File: src/pkg/drc_defs.vh
`ifndef DRC_DEFS_VH
`define DRC_DEFS_VH

// ************************************************************
// clock rates
// ************************************************************
`define DRC_SYS_HZ 28'h7735940
`define DRC_CORE_HZ 28'h18CBA80
`define DRC_RTC_HZ 28'h0008000

// ************************************************************
// timing
// ************************************************************
// pin debounce, milliseconds
`define DRC_DEBOUNCE_MS 5
// debounce length in core clock ticks, least time so rounded up
`define DRC_DEBOUNCE_TICKS ((`DRC_DEBOUNCE_MS * 26000000 + 999) / 1000)
// synchronous release stages in each domain
`define DRC_RELEASE_STAGES 2

// ************************************************************
// reset values
// ************************************************************
`define DRC_RESET_ASSERTED 1'b1

`endif

File: src/drc_reset_control.v
// Notes on behaviour
// - two separate reset domains: core (26 MHz logic) and backup (clock, retention memory)
// - any core source resets core: four monitors, pin, software reset, watchdog
// - IO monitor below 2.93 V holds core reset
// - converter input threshold 3.0 V with converter, 1.2 V in bypass mode
// - core monitor below 90% of firmware preset voltage holds core reset
// - backup supply monitor below 0.6V also resets the core domain
// - reset pin low more than 5 ms resets core; shorter pulses ignored
// - firmware software system reset resets the core domain
// - backup reset only from backup monitor, clock soft reset or loss of both IO and battery supply
// - missing main or IO supply holds core reset; no power-up order
// - backup state untouched by main/IO loss or core resets with battery present
// - backup region runs from IO supply, battery only when IO is off
// - no supply keeps backup inactive; a supply arriving resets then releases it
`include "drc_defs.vh"

module drc_reset_control #(
  parameter DEBOUNCE_TICKS = `DRC_DEBOUNCE_TICKS,
  parameter RELEASE_STAGES = `DRC_RELEASE_STAGES
) (
  input wire sys_clk,
  input wire reset,
  input wire main_supply_present,
  input wire io_supply_present,
  input wire battery_supply_present,
  input wire io_monitor_low,
  input wire converter_bypass_mode,
  input wire converter_input_monitor_low_conv,
  input wire converter_input_monitor_low_bypass,
  input wire core_monitor_low,
  input wire backup_supply_monitor_low,
  input wire reset_pin_n,
  input wire sw_system_reset,
  input wire watchdog_expired,
  input wire rtc_soft_reset,
  output reg core_reset,
  output reg backup_reset,
  output reg backup_active,
  output reg backup_on_battery,
  output reg pin_reset_active,
  output reg core_tick,
  output reg rtc_tick
);

  // ************************************************************
  // helpers
  // ************************************************************
  // phase accumulator step for fractional dividers
  function [28:0] drc_phase_step;
    input [27:0] acc;
    input [27:0] inc;
    reg [28:0] sum;
    begin
      sum = {1'b0, acc} + {1'b0, inc};
      if (sum >= {1'b0, `DRC_SYS_HZ}) begin
        drc_phase_step = {1'b1, sum[27:0] - `DRC_SYS_HZ};
      end else begin
        drc_phase_step = {1'b0, sum[27:0]};
      end
    end
  endfunction

  // ************************************************************
  // tick dividers
  // ************************************************************
  reg [27:0] core_phase;
  reg [27:0] rtc_phase;
  wire [28:0] next_core_phase;
  wire [28:0] next_rtc_phase;

  assign next_core_phase = drc_phase_step(core_phase, `DRC_CORE_HZ);
  assign next_rtc_phase = drc_phase_step(rtc_phase, `DRC_RTC_HZ);

  always @(posedge sys_clk or posedge reset) begin
    if (reset) begin
      core_phase <= 28'h0000000;
      rtc_phase <= 28'h0000000;
      core_tick <= 1'b0;
      rtc_tick <= 1'b0;
    end else begin
      core_phase <= next_core_phase[27:0];
      rtc_phase <= next_rtc_phase[27:0];
      core_tick <= next_core_phase[28];
      rtc_tick <= next_rtc_phase[28];
    end
  end

  // ************************************************************
  // reset pin debounce
  // ************************************************************
  reg [31:0] low_count;

  always @(posedge sys_clk or posedge reset) begin
    if (reset) begin
      low_count <= 32'h00000000;
      pin_reset_active <= 1'b0;
    end else if (reset_pin_n) begin
      low_count <= 32'h00000000;
      pin_reset_active <= 1'b0;
    end else if (core_tick) begin
      // count only on core ticks, saturate past the limit
      if (low_count <= DEBOUNCE_TICKS) begin
        low_count <= low_count + 32'h00000001;
      end
      if (low_count >= DEBOUNCE_TICKS) begin
        pin_reset_active <= 1'b1;
      end
    end
  end

  // ************************************************************
  // core domain
  // ************************************************************
  wire converter_low;
  wire supply_missing;
  wire core_request;

  assign converter_low = converter_bypass_mode ? converter_input_monitor_low_bypass :
                         converter_input_monitor_low_conv;
  assign supply_missing = !main_supply_present || !io_supply_present;
  assign core_request = io_monitor_low || converter_low || core_monitor_low ||
                        backup_supply_monitor_low || pin_reset_active ||
                        sw_system_reset || watchdog_expired || supply_missing;

  reg [RELEASE_STAGES-1:0] core_hold;

  always @(posedge sys_clk or posedge reset) begin
    if (reset) begin
      core_hold <= {RELEASE_STAGES{1'b1}};
      core_reset <= `DRC_RESET_ASSERTED;
    end else if (core_request) begin
      core_hold <= {RELEASE_STAGES{1'b1}};
      core_reset <= 1'b1;
    end else if (core_tick) begin
      // release only after the sources have been quiet for the stages
      core_hold <= core_hold >> 1;
      core_reset <= core_hold[0];
    end
  end

  // ************************************************************
  // backup domain
  // ************************************************************
  wire backup_unpowered;
  wire backup_request;

  assign backup_unpowered = !io_supply_present && !battery_supply_present;
  // only own sources; core sources and main supply are not listed here
  assign backup_request = backup_supply_monitor_low || rtc_soft_reset ||
                          backup_unpowered;

  reg [RELEASE_STAGES-1:0] backup_hold;

  always @(posedge sys_clk or posedge reset) begin
    if (reset) begin
      backup_hold <= {RELEASE_STAGES{1'b1}};
      backup_reset <= `DRC_RESET_ASSERTED;
      backup_active <= 1'b0;
      backup_on_battery <= 1'b0;
    end else begin
      backup_active <= !backup_unpowered;
      backup_on_battery <= !io_supply_present && battery_supply_present;
      if (backup_request) begin
        backup_hold <= {RELEASE_STAGES{1'b1}};
        backup_reset <= 1'b1;
      end else if (rtc_tick) begin
        backup_hold <= backup_hold >> 1;
        backup_reset <= backup_hold[0];
      end
    end
  end

endmodule // drc_reset_control

File: config.mk
export PLATFORM = sky130hd
export DESIGN_NAME = drc_reset_control
export DESIGN_NICKNAME = d
export VERILOG_FILES = /design/src/drc_reset_control.v
export VERILOG_INCLUDE_DIRS = /design/src /design/src/pkg
export SDC_FILE = /design/constraint.sdc
export NUM_CORES = 1
export LEC_CHECK = 0
export ABC_CLOCK_PERIOD_IN_PS = 5500
export BUFFER_PORTS_ARGS = -buffer_cell sky130_fd_sc_hd__buf_2
export CAP_MARGIN = 10
export CORE_UTILIZATION = 45
export CTS_CLUSTER_SIZE = 10
export DETAILED_ROUTE_END_ITERATION = 6
export SLEW_MARGIN = 30
export SYNTH_ARGS = -nofsm -noshare
export SYNTH_HDL_FRONTEND = slang
export SYNTH_SLANG_ARGS = --single-unit
File: constraint.sdc
create_clock -name sys_clk -period 5.5 [get_ports sys_clk]
set_input_delay 0.55 -clock sys_clk [delete_from_list [all_inputs] [get_ports sys_clk]]
set_output_delay 0.55 -clock sys_clk [all_outputs]
set_load 0.05 [all_outputs]
# After elaboration in Yosys (flattened, before gate mapping)
# Index checks and enable logic that the tools add are counted.
[classes]
mux = 17
n_reduce_logical = 23
n_addsub = 5
n_lt_le_gt_ge = 4
[ops]
columns = ["operator", "count"]
rows = [
  ["2-to-1 mux 32 bit", 3],
  ["greater-or-equal comparator 29 x 27 -> 1 bit, second input constant", 2],
  ["2-to-1 mux 29 bit", 2],
  ["subtractor 28 x 27 -> 28 bit, second input constant", 2],
  ["adder 32 x 1 -> 32 bit, second input constant", 1],
  ["greater-or-equal comparator 32 x 17 -> 1 bit, second input constant", 1],
  ["<= comparator 32 x 17 -> 1 bit, second input constant", 1],
  ["adder 28 x 16 -> 29 bit, second input constant", 1],
  ["adder 28 x 25 -> 29 bit, second input constant", 1],
  ["logical OR 1 bit", 10],
  ["nonzero test 2 bit", 5],
  ["2-to-1 mux 1 bit", 8],
  ["2-to-1 mux 2 bit", 4],
  ["zero test 1 bit", 4],
  ["AND reduction 2 bit", 2],
  ["logical AND 1 bit", 2],
]
[word_totals]
elab_cells = 61
regBits = 99
out_inout_bits = 7

# Longest topological paths before layout
# Gate-level depths: netlist (run 1).
[logic_depth]
word_depth = 9
mapped_depth = 14

# Worst setup path before layout (run 1)
# Ideal clock, no wire load.
[synth_path]
kind = "register -> register"
from = "register core_phase[11]"
to = "register core_phase[10]"
synth_period_minus_slack_ns = 2.798
path_slack_ns = 2.702
setup_time_ns = 0.128
stages_incl_launch_ff = 11
arrival_time_ns = 2.670
path_buffers = 1
cell_sequence = "dfrtp_1 > buf_6 > or3_4 > a221o_1 > xor2_1 > nor2b_1 > nand4b_1 > nand4_1 > nand2_4 > or3_1 > xnor2_1"
[synth_between]
elab_chain_cells = 3
[synth_rtl]
columns = ["item", "line_no", "rtl"]
rows = [
  ["from (decl)", "drc_reset_control.v:66", "reg [27:0] core_phase;"],
  ["from (signal assigned)", "drc_reset_control.v:81", "core_phase <= next_core_phase[27:0];"],
  ["adder 28 x 25 -> 29 bit", "drc_reset_control.v:54", "sum = {1'b0, acc} + {1'b0, inc};"],
  ["greater-or-equal comparator 29 x 27 -> 1 bit", "drc_reset_control.v:55", "if (sum >= {1'b0, `DRC_SYS_HZ}) begin"],
  ["2-to-1 mux 29 bit", "drc_reset_control.v:55", ""],
  ["net next_core_phase[10]", "drc_reset_control.v:68", "wire [28:0] next_core_phase;"],
]
# The timed path passes the listed nets, and every way through them passes these cells.
# A chain may end at the register's enable or synchronous reset.

# Final worst setup path (run 1)
[layout_path]
from = "register core_phase[7]"
to = "register core_phase[21]"
[layout_between]
elab_chain_cells = 3
[layout_rtl]
columns = ["item", "line_no"]
rows = [
  ["adder 28 x 25 -> 29 bit (*)", "drc_reset_control.v:54"],
  ["subtractor 28 x 27 -> 28 bit (no line) or greater-or-equal comparator 29 x 27 -> 1 bit (tied branches)", "--"],
  ["2-to-1 mux 29 bit (*)", "drc_reset_control.v:55"],
  ["net next_core_phase[21]", "drc_reset_control.v:68"],
]
# The timed path passes the listed nets; every way through them passes the cells marked *.

==> impl_metrics.json, run 1 <==
{
  "worst_setup_path_start_kind": "register",
  "gr-total-overflow": 0,
  "cp-end-kind": "register",
  "synth_area_per_cell_um2": 9.27,
  "drive_gt1_share_pct": 10.8,
  "cts_root_buffer": "clkbuf_16",
  "grt_max_degree": 88,
  "worstPathArrival_ns": 3.56,
  "holdWs_ns": 0.383,
  "syn_area_mm2": 0.00526,
  "holdBufCountCts": 0,
  "grt_pass1_vias": 3903,
  "die_height_um": 110,
  "vdd_drop_max_mv": 0.186,
  "endpoint": "core_phase[21]",
  "grt.total_usage_pct": 18.9,
  "r2r_start": "core_phase[7]",
  "slew_viol_final": 0,
  "setup_ws_ns": 2.21,
  "crit_fanout": 13,
  "fin_nets": 608,
  "cts_tree": "built",
  "wl_mm": 10.5,
  "core_area_mm2": 0.0114,
  "synth.most_common_cell": "dfrtp_1",
  "dr.pass1.iters": 5,
  "synth_top_cell_by_area": "dfrtp_1",
  "io_pins": 22,
  "dp_hpwl_mm": 7.35,
  "relSlewSlack_pct": 48.3,
  "num_rows": 39,
  "criticalPathCategory": "reg2reg",
  "rr_worst_depth": 11,
  "max_freq_mhz": 304,
  "async_reset_ff_share_pct": 100,
  "drc": 0,
  "yosysUniqueCellTypes": 74,
  "dpl_worst_slack_ns": 2.22,
  "postSynthCellCount": 567,
  "gp_congestion": 0.861,
  "diodes": 0,
  "reg2reg_to": "core_phase[21]",
  "ys_top_cells_by_area": "dfrtp_1, xnor2_1, xor2_1",
  "ys_seq_area_share_pct": 41.6,
  "initial_core_util_pct": 46.0,
  "clock_latency_ns": 0.34,
  "drv_cap": 0,
  "grt_pass1_wl_mm": 17.8,
  "cp-startpoint": "core_phase[7]",
  "num_vias": 4159,
  "viasPerCell": 5.71,
  "postCtsSetupBuffers": 0,
  "cts-buffers-inserted": 9,
  "tns_ns": 0,
  "rsz0062_at_grt": "no",
  "period_needed_ns": 3.29,
  "clk_pin_slew_worst_paths_ns": 0.06,
  "antenna_found_initial": 0,
  "hold_viol_final": 0,
  "required_ns": 5.77,
  "finalSetupViolCount": 0,
  "ant_nets": 0,
  "total_power_mw": 1.29,
  "status": "complete, no violations",
  "numPortBuffers": 21,
  "p_leak_nw": 2.41,
  "area_growth_pct": 9.62,
  "synthTopCellsByCount": "dfrtp_1, nand2_1, xnor2_1",
  "finalCritPeriodShare_pct": 59.8,
  "synth_edf_count": 0,
  "ff2ff_setup_slack_ns": 2.21,
  "placed_cell_area_mm2": 0.00545,
  "ys_warn_count": 0,
  "dieWidth_um": 110,
  "fin_area_mm2": 0.00576,
  "drt_iter0_markers": 212,
  "synth_nets": 594,
  "clock-sinks": 87,
  "fin_worst_skew_ns": 0.00637,
  "tightest_slew_ns": 0.775,
  "p_per_area_mw_per_mm2": 225,
  "synth_top_area_share_pct": 38.6,
  "ctsResizeCount": 0,
  "hp-class": "in2reg",
  "post_drt_wl_per_cell_um": 14.4,
  "htreeDepth": 3,
  "synth_flop_cell": "dfrtp_1",
  "die_area_mm2": 0.0121,
  "yosys_register_bits": 87,
  "clockBufferDepth": 2
}
==> registers in the layout (all words and copies together), names as in the netlist, 2 cells and up <==
register and cells:
low_count 32, core_hold 2, core_phase 22, backup_hold 2, rtc_phase 22
==> worst max-delay path, stage by stage (launching register included) <==
cell and delay, ns:
dfrtp_1 0.46, ha_1 0.34, o21ai_1 0.40, a211o_1 0.26, a21oi_2 0.11, xnor2_1 0.49, nand4b_1 0.24, nand4_1 0.20
nand2_4 0.18, inv_2 0.14, a31oi_1 0.25, xnor2_1 0.14
==> cells in the final DEF (no fill, tap or decap), types with 12 or more instances in the layout <==
| cell | Yosys | routed |
|---|---|---|
| dfrtp_1 | 81 | 81 |
| nand2_1 | 52 | 52 |
| xnor2_1 | 51 | 51 |
| nor2_1 | 45 | 45 |
| a21oi_1 | 29 | 29 |
| o21ai_0 | 27 | 27 |
| xor2_1 | 26 | 26 |
| buf_2 | 7 | 21 |
| inv_1 | 20 | 19 |
| nand3_1 | 16 | 16 |
| nor2b_1 | 16 | 16 |
| ha_1 | 12 | 12 |
==> where the power goes <==
part,leakage (nW),switching [mW],internal [mW]
combinational,1.14,0.0213,0.00657
sequential,1.13,0.000287,0.641
clock,0.153,0.247,0.378
==> metrics by stage <==
step,utilization [%],instances
after floorplan,-,567
after global placement,47.7,713
after global routing,50.4,729
final,50.4,729
after detailed placement,47.7,713
after CTS,50.4,729
==> per-layer routing <==
metal	part of all wire (%)	routed length, µm	GRT usage, %
met3	3.6	377	3.53
met2	48	4980	31.2
met5	0	0	0
met4	2.3	245	9.14
met1	47	4870	23.9
==> logic make-up (layout without fill, tap and decap cells) <==
group | after synthesis | in the layout | synth area share (%)
xor+xnor | 77 | 77 | 12.8
flops | 87 | 87 | 41.6
mux | 7 | 7 | 1.33
simple gates | 219 | 219 | 22.0
compound gates | 124 | 124 | 15.9
buf+inv | 41 | 60 | 3.48
fa+ha+maj | 12 | 12 | 2.86
==> worst min-delay path by stage <==
stage                           start           endpoint  cells past startpoint
floorplan               rtc_phase[10]      rtc_phase[10]                      1
global placement        rtc_phase[10]      rtc_phase[10]                      1
detailed placement      rtc_phase[10]      rtc_phase[10]                      1
CTS                 io_supply_present  backup_on_battery                      2
global route        io_supply_present  backup_on_battery                      2
finish              io_supply_present  backup_on_battery                      2
==> area by class of cell <==
| class | instances | area, µm² |
|---|---|---|
| fill | 1080 | 5660 |
| multi-input combinational | 439 | 2890 |
| sequential | 87 | 2180 |
| clock buffer | 12 | 256 |
| tap | 143 | 179 |
| timing repair buffer | 22 | 116 |
| inverter | 22 | 83.8 |
| clock inverter | 4 | 52.6 |
(Power assumes the default switching activity.)
==> run 2, diff against run 1 <==
--- a/config.mk
+++ b/config.mk
@@ -6,7 +6,7 @@
 export SDC_FILE = /design/constraint.sdc
 export NUM_CORES = 1
 export LEC_CHECK = 0
-export ABC_CLOCK_PERIOD_IN_PS = 5500
+export ABC_CLOCK_PERIOD_IN_PS = 3100
 export BUFFER_PORTS_ARGS = -buffer_cell sky130_fd_sc_hd__buf_2
 export CAP_MARGIN = 10
 export CORE_UTILIZATION = 45
==> constraint.sdc (replaced) <==
create_clock -name sys_clk -period 3.1 [get_ports sys_clk]
set_input_delay 0.31 -clock sys_clk [delete_from_list [all_inputs] [get_ports sys_clk]]
set_output_delay 0.31 -clock sys_clk [all_outputs]
set_load 0.05 [all_outputs]
==> run 2 against run 1 <==
Worst setup slack got worse by 2.0 ns. Core utilization up 1.8 points. Maximum frequency is 14% higher. Global-route usage is 1.5 points higher. Cell area rose by 3.6%. Sequential share of layout area down 1.3 points. First-iteration DRC count increased by 36%. Critical path type unchanged.
==> impl_metrics.json, run 2 (same netlist as run 1, synthesis figures left out) <==
{
  "status": "complete, no violations",
  "cts_tree": "built",
  "path_buf_inv": 1,
  "dp_hpwl_mm": 7.98,
  "num_rows": 39,
  "crit_chain": "ha_1 -> buf_4 -> o211ai_1 -> o211ai_2 -> nand4bb_1 -> nor4_1 -> nand4b_1 -> nand4_1 -> nand2_4 -> or3_1 -> xnor2_1",
  "drc": 0,
  "dieWidth_um": 110,
  "antenna_found_initial": 0,
  "postCtsSetupBuffers": 0,
  "drv_cap": 0,
  "largest_reg_flops": 32,
  "relSlewSlack_pct": 56.2,
  "die_area_mm2": 0.0121,
  "io_pins": 22,
  "crit_fanout": 7,
  "cp-end-kind": "register",
  "cpLargestDelayFamily": "simple AND/OR/NAND/NOR gates",
  "holdWs_ns": 0.0249,
  "final_common_cell": "dfrtp_1",
  "layout.cells.non_filler": 759,
  "gr-total-overflow": 0,
  "reg2reg_to": "core_phase[10]",
  "p_per_area_mw_per_mm2": 368,
  "power_frac_comb_pct": 2.4,
  "finalCritPeriodShare_pct": 92.8,
  "numPortBuffers": 21,
  "clk_pin_slew_worst_paths_ns": 0.06,
  "tightest_slew_ns": 0.656,
  "fin_nets": 638,
  "wl_mm": 11.3,
  "slew_viol_final": 0,
  "rr_worst_depth": 11,
  "gp_congestion": 0.853,
  "total_power_mw": 2.20,
  "tns_ns": 0,
  "clock-sinks": 87,
  "vdd_drop_max_mv": 0.507,
  "worst_setup_path_start_kind": "register",
  "dr.pass1.iters": 5,
  "rsz0062_at_grt": "no",
  "intPower_mw": 1.70,
  "cts-buffers-inserted": 9,
  "max_freq_mhz": 348,
  "fillers": 1030,
  "reg.largest.list": "low_count (32), core_phase (22), rtc_phase (22)",
  "initial_core_util_pct": 46.0,
  "clockBufferDepth": 2,
  "crit_slowest_cell": "or3_1",
  "post_drt_wl_per_cell_um": 14.8,
  "finalSetupViolCount": 0,
  "power_frac_clock_pct": 45.9,
  "clock_latency_ns": 0.35,
  "worstPathArrival_ns": 3.11,
  "hold_viol_final": 0,
  "grt_pass1_vias": 4194,
  "core_area_mm2": 0.0114,
  "fin_worst_skew_ns": 0.00689,
  "diodes": 0,
  "drt_iter0_markers": 288,
  "pwr-share-seq_pct": 51.7,
  "area_growth_pct": 13.6,
  "grt_pass1_wl_mm": 19.2,
  "criticalPathCategory": "reg2reg",
  "ant_nets": 0,
  "viasPerCell": 5.63,
  "cts_root_buffer": "clkbuf_16",
  "period_needed_ns": 2.88,
  "ctsResizeCount": 0,
  "grt.total_usage_pct": 20.4,
  "drive_gt1_share_pct": 15.7,
  "top_register": "low_count",
  "switching_share_pct": 22.9,
  "final_cell_mix": "dfrtp_1, nand2_1, xnor2_1",
  "r2r_start": "core_phase[7]",
  "dp.cells": 743,
  "p_leak_nw": 2.54,
  "finalCoreUtilization_pct": 52.3,
  "seqCellArea_mm2": 0.00219,
  "grt_max_degree": 37,
  "required_ns": 3.33,
  "p_sw_mw": 0.504,
  "die_height_um": 110,
  "critPathMaxStageDelay_ns": 0.39,
  "hp-class": "in2async",
  "multi_input_area_mm2": 0.00291,
  "ff2ff_setup_slack_ns": 0.22,
  "holdBufCountCts": 0,
  "num_vias": 4270,
  "htreeDepth": 3
}
[run 2: cell types whose count changed in the layout (fill, tap and decap cells not counted), sizes merged]
| cell | change |
|---|---|
| buf | +30 |
| inv | -1 |
| clkinv | +3 |
| bufinv | -1 |
| clkbuf | -1 |
[run 2: metrics by stage]
stage	instance area, µm²	setup slack (ns)
2_1_floorplan	5260	0.302
3_3_place_gp	5670	0.130
3_5_place_dp	5670	0.137
4_1_cts	5940	0.113
5_1_grt	5970	0.0152
6_report	5970	0.223
[run 2: power by group through the flow]
| stage | sequential (mW) | clock, mW | combinational (mW) |
|---|---|---|---|
| 2_1_floorplan | 1.16 | 0 | 0.0258 |
| 3_3_place_gp | 1.16 | 0 | 0.0545 |
| 3_5_place_dp | 1.16 | 0 | 0.0550 |
| 4_1_cts | 1.14 | 1.03 | 0.0552 |
| 5_1_grt | 1.14 | 1.08 | 0.0614 |
| 6_report | 1.14 | 1.01 | 0.0525 |
[run 2: worst max-delay path by stage]
stage / cells past startpoint / slack, ns / end / start
2_1_floorplan: 10 / 0.30 / core_phase[10] / core_phase[11]
3_3_place_gp: 11 / 0.13 / rtc_phase[23] / rtc_phase[15]
3_5_place_dp: 11 / 0.14 / rtc_phase[12] / rtc_phase[15]
4_1_cts: 11 / 0.11 / rtc_phase[12] / rtc_phase[15]
5_1_grt: 11 / 0.02 / core_phase[10] / core_phase[7]
6_report: 11 / 0.22 / core_phase[10] / core_phase[7]
[run 2: worst register-to-register path: stages, from the launching register on]
cell and delay [ns]:
dfrtp_1 0.38, ha_1 0.23, buf_4 0.17, o211ai_1 0.20
o211ai_2 0.18, nand4bb_1 0.21, nor4_1 0.34, nand4b_1 0.19
nand4_1 0.23, nand2_4 0.10, or3_1 0.39, xnor2_1 0.13
[run 2: final cells by class]
class                      count  area share (%)
clock buffer                  11            3.90
clock inverter                 5           0.608
inverter                      22            1.49
multi-input combinational    439            48.7
sequential                    87            36.6
tap                          143            3.00
timing repair buffer          52            5.66
[run 2: per-layer routing]
| metal | up-vias | GRT usage [%] | share of wire (%) |
|---|---|---|---|
| li1 | 2095 | - | - |
| met1 | 2063 | 25.9 | 47 |
| met2 | 101 | 33.3 | 47 |
| met3 | 11 | 5.76 | 4.9 |
| met4 | 0 | 7.24 | 1.1 |
| met5 | - | 0 | 0 |
